$ cat src/inc/isf_pkg.sv
// Package: constants and carrier types of the in-band status message framer
`default_nettype none
package isf_pkg;
  // Register byte offsets
  localparam logic [3:0] OFS_STATUS = 4'h0;
  localparam logic [3:0] OFS_PERIOD = 4'h4;
  localparam logic [3:0] OFS_RETRY  = 4'h8;
  localparam logic [3:0] OFS_INFO   = 4'hc;
  // Reset values
  localparam logic [15:0] RST_STATUS = 16'h0000;
  localparam logic [15:0] RST_PERIOD = 16'h0000;
  localparam logic [15:0] RST_RETRY  = 16'h0064;
  // Status fields that may be sent, everything else is sent as zero
  localparam logic [15:0] STAT_MASK  = 16'h27bf;
  // Symbols and control bytes
  localparam logic [7:0] K28_1      = 8'h3c;
  localparam logic [7:0] CTL_STATUS = 8'h80;
  localparam logic [7:0] CTL_ACK    = 8'hc0;
  localparam logic [7:0] CTL_RESP   = 8'h40;
  localparam logic [7:0] CRC_POLY   = 8'h07;
  localparam logic [7:0] RSV_BYTE   = 8'h00;
  // Field positions
  localparam int CTL_WR_BIT = 5;
  localparam int INFO_ACK_BIT = 31;
  localparam int INFO_ERR_LSB = 16;
  // Timing: timeout registers count microseconds
  localparam int CLK_NS = 20;
  localparam int US_NS = 1000;
  localparam logic [5:0] CYC_PER_US = 6'((US_NS + CLK_NS - 1) / CLK_NS);
  // Index of the last frame symbol, frames are six symbols long
  localparam logic [2:0] LAST_IDX = 3'h5;

  // One link symbol: control flag and byte
  typedef struct packed {
    logic       k;
    logic [7:0] d;
  } sym_t;

  // Transmit engine states
  typedef enum logic [1:0] {
    TX_IDLE = 2'b01,
    TX_SEND = 2'b10
  } tx_state_t;
endpackage : isf_pkg
`default_nettype wire

$ cat src/rtl/inband_status_message_framer.sv
// In-band status message framer: builds and parses short link control messages
`default_nettype none

// Behaviour
// - K28.1 first, CRC-8 last, K excluded
// - response control byte: ack, direction, address
// - response data MSB, LSB, zero, CRC
// - send status on change or period
// - resend status when retry timeout expires
// - status control byte 0x80
// - first status byte: wake, idle, backpressure, low-power
// - reset complete bit 7, bit 6 zero
// - serial link, disconnect, copper link bits
// - bit 2 gives duplex mode
// - speed code in bits 1:0
// - only status sent unasked, then await ack
// - interface switch before ack resends status
module inband_status_message_framer (
  input  wire logic          clk_i,        // 50 MHz clock
  input  wire logic          rst_i,        // Synchronous reset, high
  input  wire logic [3:0]    wb_adr_i,     // Byte address
  input  wire logic [31:0]   wb_dat_i,     // Write data
  output logic      [31:0]   wb_dat_o,     // Read data
  input  wire logic          wb_we_i,      // Write enable
  input  wire logic [3:0]    wb_sel_i,     // Byte enables
  input  wire logic          wb_cyc_i,     // Cycle
  input  wire logic          wb_stb_i,     // Strobe
  output logic               wb_ack_o,     // Acknowledge
  output isf_pkg::sym_t      tx_sym_o,     // Symbol to serial link
  output logic               tx_valid_o,   // Symbol valid
  input  wire logic          tx_ready_i,   // Link takes symbol
  input  wire isf_pkg::sym_t rx_sym_i,     // Symbol from serial link
  input  wire logic          rx_valid_i,   // Received symbol valid
  input  wire logic          iface_sel_i,  // Active interface select
  output logic      [15:0]   mac_status_o  // Last controller status
);

  //////////////////////////////////////////////////////////////////////////////
  // State

  typedef struct packed {
    logic                ack;
    logic [31:0]         rdat;
    logic [15:0]         stat;
    logic [15:0]         period;
    logic [15:0]         retry;
    logic [15:0]         mac_stat;
    logic [15:0]         sent;
    isf_pkg::tx_state_t  st;
    logic [2:0]          idx;
    logic [7:0]          tcrc;
    logic [7:0]          tctl;
    logic [15:0]         tdat;
    isf_pkg::sym_t       tx;
    logic                tx_vld;
    logic                resp_pend;
    logic [7:0]          resp_ctl;
    logic [15:0]         resp_dat;
    logic                wait_ack;
    logic                stat_pend;
    logic [5:0]          us_cnt;
    logic [15:0]         per_cnt;
    logic [15:0]         rty_cnt;
    logic [2:0]          rcnt;
    logic [7:0]          rcrc;
    logic [23:0]         rbuf;
    logic [7:0]          crc_err;
    logic [1:0]          isync;
    logic                iprev;
  } state_t;

  state_t q;
  state_t d;
  logic [15:0] mdio_mem [32];
  logic        mem_we;
  logic [4:0]  mem_adr;
  logic [15:0] mem_dat;

  //////////////////////////////////////////////////////////////////////////////
  // Helpers

  // CRC-8, polynomial x8+x2+x+1, one byte
  function automatic logic [7:0] crc8(input logic [7:0] c, input logic [7:0] b);
    logic [7:0] r;
    r = c ^ b;
    for (int i = 0; i < 8; i++) begin
      r = r[7] ? ((r << 1) ^ isf_pkg::CRC_POLY) : (r << 1);
    end
    return r;
  endfunction

  // Symbol at frame position n
  function automatic isf_pkg::sym_t frame_sym(input logic [2:0] n, input logic [7:0] ctl,
                                              input logic [15:0] dat, input logic [7:0] crc);
    isf_pkg::sym_t s;
    s.k = 1'b0;
    case (n)
      3'h0: begin
        s.k = 1'b1;
        s.d = isf_pkg::K28_1;
      end
      3'h1: s.d = ctl;
      3'h2: s.d = dat[15:8];
      3'h3: s.d = dat[7:0];
      3'h4: s.d = isf_pkg::RSV_BYTE;
      default: s.d = crc;
    endcase
    return s;
  endfunction

  //////////////////////////////////////////////////////////////////////////////
  // Next state

  always_comb begin
    logic        acc;
    logic        hit;
    logic        tmo;
    logic        tick;
    logic        isw;
    logic        ack_in;
    logic        req_in;
    logic [2:0]  nb;
    d       = q;
    mem_we  = 1'b0;
    mem_adr = q.rbuf[23:19];
    mem_dat = q.rbuf[15:0];
    acc     = 1'b0;
    tmo     = 1'b0;
    isw     = 1'b0;
    ack_in  = 1'b0;
    req_in  = 1'b0;
    nb      = 3'h0;
    hit     = wb_cyc_i && wb_stb_i && !q.ack;
    tick    = (q.us_cnt == isf_pkg::CYC_PER_US - 6'h1);

    // Wishbone slave, one wait state, ack drops after one cycle
    d.ack = hit;
    if (hit) begin
      d.rdat = 32'h0;
      case (wb_adr_i)
        isf_pkg::OFS_STATUS: d.rdat[15:0] = q.stat;
        isf_pkg::OFS_PERIOD: d.rdat[15:0] = q.period;
        isf_pkg::OFS_RETRY:  d.rdat[15:0] = q.retry;
        isf_pkg::OFS_INFO:   d.rdat = {q.wait_ack, 7'h0, q.crc_err, q.mac_stat};
        default:             d.rdat = 32'h0;
      endcase
      if (wb_we_i) begin
        for (int b = 0; b < 2; b++) begin
          if (wb_sel_i[b]) begin
            case (wb_adr_i)
              isf_pkg::OFS_STATUS: d.stat[b*8 +: 8] = wb_dat_i[b*8 +: 8] & isf_pkg::STAT_MASK[b*8 +: 8];
              isf_pkg::OFS_PERIOD: d.period[b*8 +: 8] = wb_dat_i[b*8 +: 8];
              isf_pkg::OFS_RETRY:  d.retry[b*8 +: 8] = wb_dat_i[b*8 +: 8];
              default: ;
            endcase
          end
        end
      end
    end

    // Microsecond tick for both timeouts
    d.us_cnt = tick ? 6'h0 : q.us_cnt + 6'h1;

    if (q.period == 16'h0) begin
      d.per_cnt = 16'h0;
    end else if (tick) begin
      d.per_cnt = q.per_cnt + 16'h1;
      if (q.per_cnt + 16'h1 >= q.period) begin
        d.per_cnt = 16'h0;
        d.stat_pend = 1'b1;
      end
    end
    if (q.stat != q.sent) begin
      d.stat_pend = 1'b1;
    end

    // retry timer runs while awaiting ack with the engine idle
    if (q.wait_ack && q.st == isf_pkg::TX_IDLE) begin
      if (tick) begin
        d.rty_cnt = q.rty_cnt + 16'h1;
        tmo = (q.rty_cnt + 16'h1 >= q.retry);
      end
    end else begin
      d.rty_cnt = 16'h0;
    end

    // Interface select synchroniser, edge from second stage only
    d.isync = {q.isync[0], iface_sel_i};
    d.iprev = q.isync[1];
    isw = q.isync[1] ^ q.iprev;

    if (rx_valid_i) begin
      if (rx_sym_i.k) begin
        d.rcnt = (rx_sym_i.d == isf_pkg::K28_1) ? 3'h1 : 3'h0;
        d.rcrc = 8'h00;
      end else if (q.rcnt != 3'h0 && q.rcnt != isf_pkg::LAST_IDX) begin
        d.rbuf = (q.rcnt == isf_pkg::LAST_IDX - 3'h1) ? q.rbuf : {q.rbuf[15:0], rx_sym_i.d}; // Byte four only in CRC
        d.rcrc = crc8(q.rcrc, rx_sym_i.d);
        d.rcnt = q.rcnt + 3'h1;
      end else if (q.rcnt == isf_pkg::LAST_IDX) begin
        d.rcnt = 3'h0;
        if (rx_sym_i.d != q.rcrc) begin
          d.crc_err = q.crc_err + 8'h1;
        end else if (q.rbuf[23:22] == 2'b00) begin
          // request parsed as control and data, device byte ignored
          // one response, same address and direction
          d.resp_pend = 1'b1;
          d.resp_ctl = isf_pkg::CTL_RESP | {2'b00, q.rbuf[16 + isf_pkg::CTL_WR_BIT], 5'h00} | {3'b000, q.rbuf[20:16]};
          req_in = 1'b1;
          mem_adr = q.rbuf[20:16];
          mem_we = q.rbuf[16 + isf_pkg::CTL_WR_BIT];
          d.resp_dat = mem_we ? q.rbuf[15:0] : mdio_mem[q.rbuf[20:16]];
        end else if (q.rbuf[23:16] == isf_pkg::CTL_ACK) begin
          // ack fields are not acted upon
          ack_in = 1'b1;
        end else if (q.rbuf[23:16] == isf_pkg::CTL_STATUS) begin
          d.mac_stat = q.rbuf[15:0];
        end
      end
    end

    // ack clears the wait, set by sending wins
    if (ack_in) begin
      d.wait_ack = 1'b0;
    end
    if (q.wait_ack && (tmo || isw)) begin
      d.stat_pend = 1'b1;
    end

    // Transmit engine
    case (q.st)
      isf_pkg::TX_IDLE: begin
        if (q.resp_pend) begin
          d.resp_pend = req_in;
          d.tctl = q.resp_ctl;
          d.tdat = q.resp_dat;
          acc = 1'b1;
        end else if (q.stat_pend || d.stat_pend) begin
          d.stat_pend = 1'b0;
          d.tctl = isf_pkg::CTL_STATUS;
          d.tdat = q.stat & isf_pkg::STAT_MASK;
          d.sent = q.stat;
          d.wait_ack = 1'b1;
          acc = 1'b1;
        end
        if (acc) begin
          d.st = isf_pkg::TX_SEND;
          d.idx = 3'h0;
          d.tcrc = 8'h00;
          d.tx = frame_sym(3'h0, 8'h00, 16'h0, 8'h00);
          d.tx_vld = 1'b1;
        end
      end
      isf_pkg::TX_SEND: begin
        if (tx_ready_i) begin
          if (q.idx == isf_pkg::LAST_IDX) begin
            d.st = isf_pkg::TX_IDLE;
            d.tx_vld = 1'b0;
          end else begin
            nb = q.idx + 3'h1;
            d.tx = frame_sym(nb, q.tctl, q.tdat, q.tcrc);
            // CRC over bytes after the K symbol
            if (nb != isf_pkg::LAST_IDX) begin
              d.tcrc = crc8(q.tcrc, d.tx.d);
            end
            d.idx = nb;
          end
        end
      end
      default: begin
        d.st = isf_pkg::TX_IDLE;
        d.tx_vld = 1'b0;
      end
    endcase

    if (rst_i) begin
      d = '0;
      d.st = isf_pkg::TX_IDLE;
      d.stat = isf_pkg::RST_STATUS;
      d.sent = isf_pkg::RST_STATUS;
      d.period = isf_pkg::RST_PERIOD;
      d.retry = isf_pkg::RST_RETRY;
      mem_we = 1'b0;
    end
  end

  //////////////////////////////////////////////////////////////////////////////
  // Registers

  // State register
  always_ff @(posedge clk_i) begin
    q <= d;
  end

  // Management register array, written by accepted write requests
  always_ff @(posedge clk_i) begin
    if (mem_we) begin
      mdio_mem[mem_adr] <= mem_dat;
    end
  end

  // Outputs straight from state
  assign wb_ack_o     = q.ack;
  assign wb_dat_o     = q.rdat;
  assign tx_sym_o     = q.tx;
  assign tx_valid_o   = q.tx_vld;
  assign mac_status_o = q.mac_stat;

endmodule // inband_status_message_framer
`default_nettype wire

$ cat config.mk
export PLATFORM = sky130hd
export DESIGN_NAME = inband_status_message_framer
export DESIGN_NICKNAME = d
export VERILOG_FILES = /design/src/inc/isf_pkg.sv /design/src/rtl/inband_status_message_framer.sv
export SDC_FILE = /design/constraint.sdc
export NUM_CORES = 1
export LEC_CHECK = 0
export BUFFER_PORTS_ARGS = -buffer_cell sky130_fd_sc_hd__buf_2
export CORE_UTILIZATION = 55
export DETAILED_ROUTE_END_ITERATION = 6
export HOLD_SLACK_MARGIN = 0.1
export PLACE_DENSITY_LB_ADDON = 0.08
export SLEW_MARGIN = 40
export SYNTH_ARGS = -nofsm -noshare
export SYNTH_HDL_FRONTEND = slang
export SYNTH_SLANG_ARGS = --single-unit
$ cat constraint.sdc
create_clock -name clk_i -period 4.7 [get_ports clk_i]
set_input_delay 0.235 -clock clk_i [delete_from_list [all_inputs] [get_ports clk_i]]
set_output_delay 0.235 -clock clk_i [all_outputs]
set_load 0.02 [all_outputs]
Yosys cells after proc, flatten, opt, wreduce, memory -nomap -nowiden
Memory sizes are Yosys's and may differ from the RTL's. A register that Yosys moved wholly into a read port is not among the register bits.
Index checks and enable logic that the tools add are counted.
{"block": "totals", "in_bits": 57, "output_inout_bits": 59, "ram_bits": 512, "memories": 1, "ff_bits": 261, "wordCells": 229}
{"name": "mdio_mem", "words": 32, "word_bits": 16, "rd": 1, "rd_ports_with_merged_regs": 1, "wr": 1, "line": "inband_status_message_framer.sv:74", "source": "logic [15:0] mdio_mem [32];"}
{"block": "classes", "n_lt_le_gt_ge": 2, "n_bitwise": 28, "mux": 98, "add_sub_neg": 6, "eq_ne": 25, "reduce_logical": 37}
{"op": "$mux W25", "count": 6}
{"op": "$mux W24", "count": 3}
{"op": "$pmux W16 S4", "count": 1}
{"op": "$mux W3", "count": 18}
{"op": "$mux W16", "count": 3}
{"op": "$not A3 Y3", "count": 16}
{"op": "$mux W5", "count": 8}
{"op": "$pmux W8 S5", "count": 1}
{"op": "$mux W1", "count": 38}
{"op": "$add A16 B1 Y16 const B", "count": 2}
{"op": "$ge A16 B16 Y1", "count": 2}
{"op": "$mux W32", "count": 1}
{"op": "$mux W8", "count": 4}
{"op": "$reduce_and A4 Y1", "count": 8}
{"op": "$mux W13", "count": 2}
{"op": "$mux W11", "count": 2}
{"op": "$pmux W11 S2", "count": 1}
{"op": "$mux W10", "count": 2}
{"op": "$pmux W9 S2", "count": 1}
{"op": "$eq A8 B8 Y1 const B", "count": 2}
{"op": "$logic_not A16 Y1", "count": 1}
{"op": "$xor A8 B8 Y8", "count": 2}
{"op": "$eq A3 B3 Y1 const B", "count": 4}
{"op": "$ne A11 B11 Y1", "count": 1}
{"op": "36 further kinds", "count": 67}

Depth between registers and ports, before layout
{"block": "logic_depth", "word_depth": 27, "ltp_mapped": 16, "depth_no_buf": 14}

Worst setup path before layout
OpenSTA, ideal clock, no wires.
{"block": "synth_timing", "kind": "reg2reg", "from": "register q[62] (netlist name)", "to": "register q[145] (netlist name)", "path_slack_ps": 1106, "t_required_ps": 4569, "stages_incl_launch_ff": 14, "setup_ps": 131, "path_buffers": 1, "synth_period_minus_slack_ps": 3594, "arrival_ps": 3463, "cell_sequence": "dfxtp_1 -> ha_1 -> and3_1 -> nand3_1 -> nor4_1 -> nand3_1 -> xnor2_1 -> ha_1 -> nand4_1 -> o31ai_1 -> a2111oi_4 -> buf_6 -> o2111ai_1 -> o41ai_2"}
{"block": "synth_between", "elab_chain_len": 13}
{"item": "start, declared", "line": "inband_status_message_framer.sv:72", "source": "state_t q;"}
{"item": "start signal, assigned", "line": "inband_status_message_framer.sv:292", "source": "q <= d;"}
{"item": "$add A16 B1 Y16", "line": "inband_status_message_framer.sv:168", "source": "if (q.per_cnt + 16'h1 >= q.period) begin"}
{"item": "$ge A16 B16 Y1", "line": "inband_status_message_framer.sv:168"}
{"item": "$mux W1", "line": "inband_status_message_framer.sv:168"}
{"item": "$mux W1", "line": "inband_status_message_framer.sv:166", "source": "end else if (tick) begin"}
{"item": "$mux W1", "line": "inband_status_message_framer.sv:164", "source": "if (q.period == 16'h0) begin"}
{"item": "$mux W1", "line": "inband_status_message_framer.sv:173", "source": "if (q.stat != q.sent) begin"}
{"item": "$mux W1", "line": "inband_status_message_framer.sv:226", "source": "if (q.wait_ack && (tmo || isw)) begin"}
{"item": "$logic_or A1 B1 Y1", "line": "inband_status_message_framer.sv:238", "source": "end else if (q.stat_pend || d.stat_pend) begin"}
{"item": "$mux W1", "line": "inband_status_message_framer.sv:238"}
{"item": "$mux W1", "line": "inband_status_message_framer.sv:233", "source": "if (q.resp_pend) begin"}
{"item": "$mux W1", "line": "inband_status_message_framer.sv:231", "source": "case (q.st)"}
{"item": "$ne A2 B1 Y1 (no line)"}
{"item": "$reduce_and A5 Y1 (no line)"}
Every way passes these cells. The select of a mux whose other input is x is not followed.
A chain may end at the register's enable or synchronous reset.

Worst setup path in the final report
{"block": "layout_timing", "from": "register q[46] (netlist name)", "to": "register q[121] (netlist name)"}
{"block": "layout_between", "elab_chain_len": 10}
{"item": "$add A16 B1 Y16", "line": "inband_status_message_framer.sv:181", "source": "tmo = (q.rty_cnt + 16'h1 >= q.retry);"}
{"item": "$ge A16 B16 Y1", "line": "inband_status_message_framer.sv:181"}
{"item": "$mux W1", "line": "inband_status_message_framer.sv:179", "source": "if (tick) begin"}
{"item": "$mux W1", "line": "inband_status_message_framer.sv:178", "source": "if (q.wait_ack && q.st == isf_pkg::TX_IDLE) begin"}
{"item": "$logic_or A1 B1 Y1", "line": "inband_status_message_framer.sv:226"}
{"item": "$logic_and A1 B1 Y1", "line": "inband_status_message_framer.sv:226"}
{"item": "$mux W1", "line": "inband_status_message_framer.sv:226"}
{"item": "$logic_or A1 B1 Y1", "line": "inband_status_message_framer.sv:238"}
{"item": "$reduce_bool A2 Y1 (no line)"}
{"item": "$reduce_and A2 Y1 (no line)"}
Every way passes these cells.

==> impl_metrics.py <==
metrics = {
    "place": {
        "routabilityCongestion": 0.870,
        "hpwlAfterDp_um": 49700,
        "dp_cells": 3076,
        "portBuffers": 90,
    },
    "sta": {
        "min_period_ns": 4.32,
        "tns_ns": 0,
        "slew_viol_final": 0,
        "max-slew-margin-rel_pct": 43.2,
        "worstMarginPinSlew_ns": 0.852,
        "fmax_mhz": 232,
        "skew_ns": 0.0148,
        "finalHoldViolations": 0,
        "setup_violations": 0,
        "fin_crit_sh_pct": 91.9,
        "rsz0062_at_grt": "false",
    },
    "detailed_routing": {
        "post_drt_wl_per_cell_um": 23.9,
        "drt-pass1-iter-count": 5,
        "drt-total-wl_um": 77600,
        "drc": 0,
        "final_antenna_net_count": 0,
        "routed_via_density": 6.01,
        "drtIter0Drc": 1598,
        "vias": 19500,
    },
    "clock_network": {
        "root_buffer": "clkbuf_16",
        "cts_sinks": 769,
        "clk_pin_slew_ns": 0.06,
        "cts_buffer_depth": 3,
        "cts_tree": "yes",
        "clk_latency_ns": 0.62,
        "cts_htree_levels": 3,
        "cts_buffers": 80,
    },
    "power_and_ir_drop": {
        "power_frac_comb_pct": 1.7,
        "pwr-share-clk_pct": 45.6,
        "seq_power_share_pct": 52.7,
        "totalPowerFinal_w": 0.0136,
        "p_sw_share_pct": 20.2,
        "vdd_drop_max_mv": 0.320,
        "p_leak_nw": 12.0,
        "p_int_w": 0.0109,
        "power_density_nw_per_um2": 371,
        "power_switching_w": 0.00275,
    },
    "global_routing": {
        "grt_first_pass_wirelength_um": 118000,
        "grt_usage_pct": 26.3,
        "antenna_found_initial": 0,
        "first_global_vias": 19400,
        "grt_overflow": 0,
        "grt_max_degree": 176,
    },
    "layout": {
        "final_layout_size_suffix_gt1_share_pct": 20.5,
        "area_growth_pct": 12.9,
        "diodes": 0,
        "utilization_pct": 63.2,
        "nNetsFinal": 2528,
        "fin_cells": 3249,
    },
    "floorplanning": {
        "pin_count": 116,
        "row_count": 88,
        "die_h_um": 245,
        "core_um2": 58000,
        "die_x_um": 245,
        "start_util_pct": 56.0,
        "dieArea_um2": 60000,
    },
    "worst_setup_path": {
        "critPathMaxFanout": 7,
        "worstSetupPathType": "reg2reg",
        "worstPathRequired_ns": 5.16,
        "end_kind": "flop",
        "cp-start-kind": "flop",
        "cp.arrival_ns": 4.78,
    },
    "logic_synthesis": {
        "synthArstFlopShare_pct": 0,
        "synth_edf_count": 512,
        "syn_inst": 2312,
        "synth_top_area_share_pct": 47.4,
        "ys.flop_type": "edfxtp_1",
        "synth_area_leaders": "edfxtp_1 (47%), dfxtp_1 (16%), mux4_2 (11%)",
        "yosys_warnings": 0,
        "post-synth-top-count-cell": "edfxtp_1",
        "synth.yosys.seq_area_share_pct": 63.2,
        "syn_area_um2": 32500,
        "yosys-top-cells-count": "edfxtp_1 (512), dfxtp_1 (257), nor2_1 (209), a21oi_1 (161), mux4_2 (160)",
        "synth_top_cell_by_area": "edfxtp_1",
        "ys_ff_latch": 769,
        "syn-mean-instance-area_um2": 14.0,
        "synth.distinct_cells": 69,
    },
    "outcome": {
        "status": "completed",
    },
    "worst_hold_path": {
        "holdCritPathClass": "in2reg",
    },
    "flow_run": {
        "max_cap_violations": 0,
    },
}
[power by group through the flow]
stage	clock network, W	registers [W]	logic (W)
floorplan	0	0.00731	0.000141
global placement	0	0.00731	0.000206
detailed placement	0	0.00731	0.000211
CTS	0.00632	0.00717	0.000231
global route	0.00659	0.00717	0.000252
finish	0.00620	0.00717	0.000232
[kinds of logic after synthesis]
family	Yosys count	share of synthesized area [%]
other	1	0.0115
multiplexers	261	14.2
buffers and inverters	230	3.46
flip-flops	769	63.2
adder cells (fa/ha/maj)	49	1.89
AO/OA/AOI/OAI	351	6.91
AND/OR/NAND/NOR	557	7.79
XOR/XNOR	94	2.54
[placed cells by master (no fill, tap or decap), drive strengths merged, types with 21 or more instances in the layout]
cell,netlist,routed
mux2i,101,101
nand2,156,156
edfxtp,512,512
a22oi,31,31
nand3,50,50
ha,49,49
nor3,28,28
clkinv,1,22
dfxtp,257,257
xnor2,50,50
inv,44,46
nor2,211,211
a21oi,167,167
dlygate4sd3,0,29
nand4,21,21
buf,90,178
xor2,44,44
o21ai,59,59
mux4,160,160
clkbuf,95,114
[worst max-delay path, stage by stage (launching register included)]
cell	delay [ns]
dfxtp_1	0.40
ha_1	0.26
and4_1	0.31
nand3_1	0.18
or2_1	0.31
nor2_1	0.16
xor2_1	0.09
ha_1	0.31
nand4_1	0.13
nor4_1	0.39
a311oi_2	0.16
a311oi_1	0.70
a2111oi_4	0.09
nor2_2	0.32
buf_4	0.24
a211oi_1	0.08
[metal layers]
layer	routed length (um)	GRT usage (%)	vias to the layer above	share of wire, %
li1	-	-	8916	-
met1	31800	34.0	9871	41
met2	39200	45.2	575	50
met3	4140	4.23	151	5.3
met4	2460	8.81	0	3.2
met5	0	0	-	0
[state kept, by name, summed over array words and instances (netlist names), named ones only]
name	cells
mac_status_o	16
mdio_mem	512
mem_dat	16
q	185
tx_sym_o	9
wb_ack_o	1
wb_dat_o	25
[cell type report]
type                    instances  area (um2)
flip-flops and latches        769       20500
repair buffers                207        1470
fillers                      4352       21400
multi-input cells            1319       10900
well taps                     765         957
inverters                      45         169
clock inverters                30         337
clock buffers                 114        2250
[stage by stage]
step | instance area, um2 | worst slack (ns) | hold slack, ns
3_3_place_gp | 33700 | 0.322 | 0.442
4_1_cts | 36600 | 0.379 | 0.113
3_5_place_dp | 33800 | 0.429 | 0.445
5_1_grt | 36600 | 0.0848 | 0.195
2_1_floorplan | 32500 | 1.11 | 0.360
6_report | 36600 | 0.382 | 0.150
[repair_timing]
| item | in CTS | in global routing |
|---|---|---|
| endpoints found under the hold margin | 78 | 0 |
| buffers inserted | 0 | 0 |
| gates resized for setup | 0 | 0 |
| hold buffers | 29 | 0 |
[path summary, 6_finish.rpt]
path                    start      to  slack, ns  cells past startpoint
setup / recovery        q[46]  q[121]       0.38                     15
hold / removal    rx_sym_i[8]   q[43]       0.15                      4
setup reg to reg        q[46]  q[121]       0.38                     15
hold reg to reg        q[100]  q[135]       0.46                      2
Note: power is estimated with default switching activity, not from simulation.
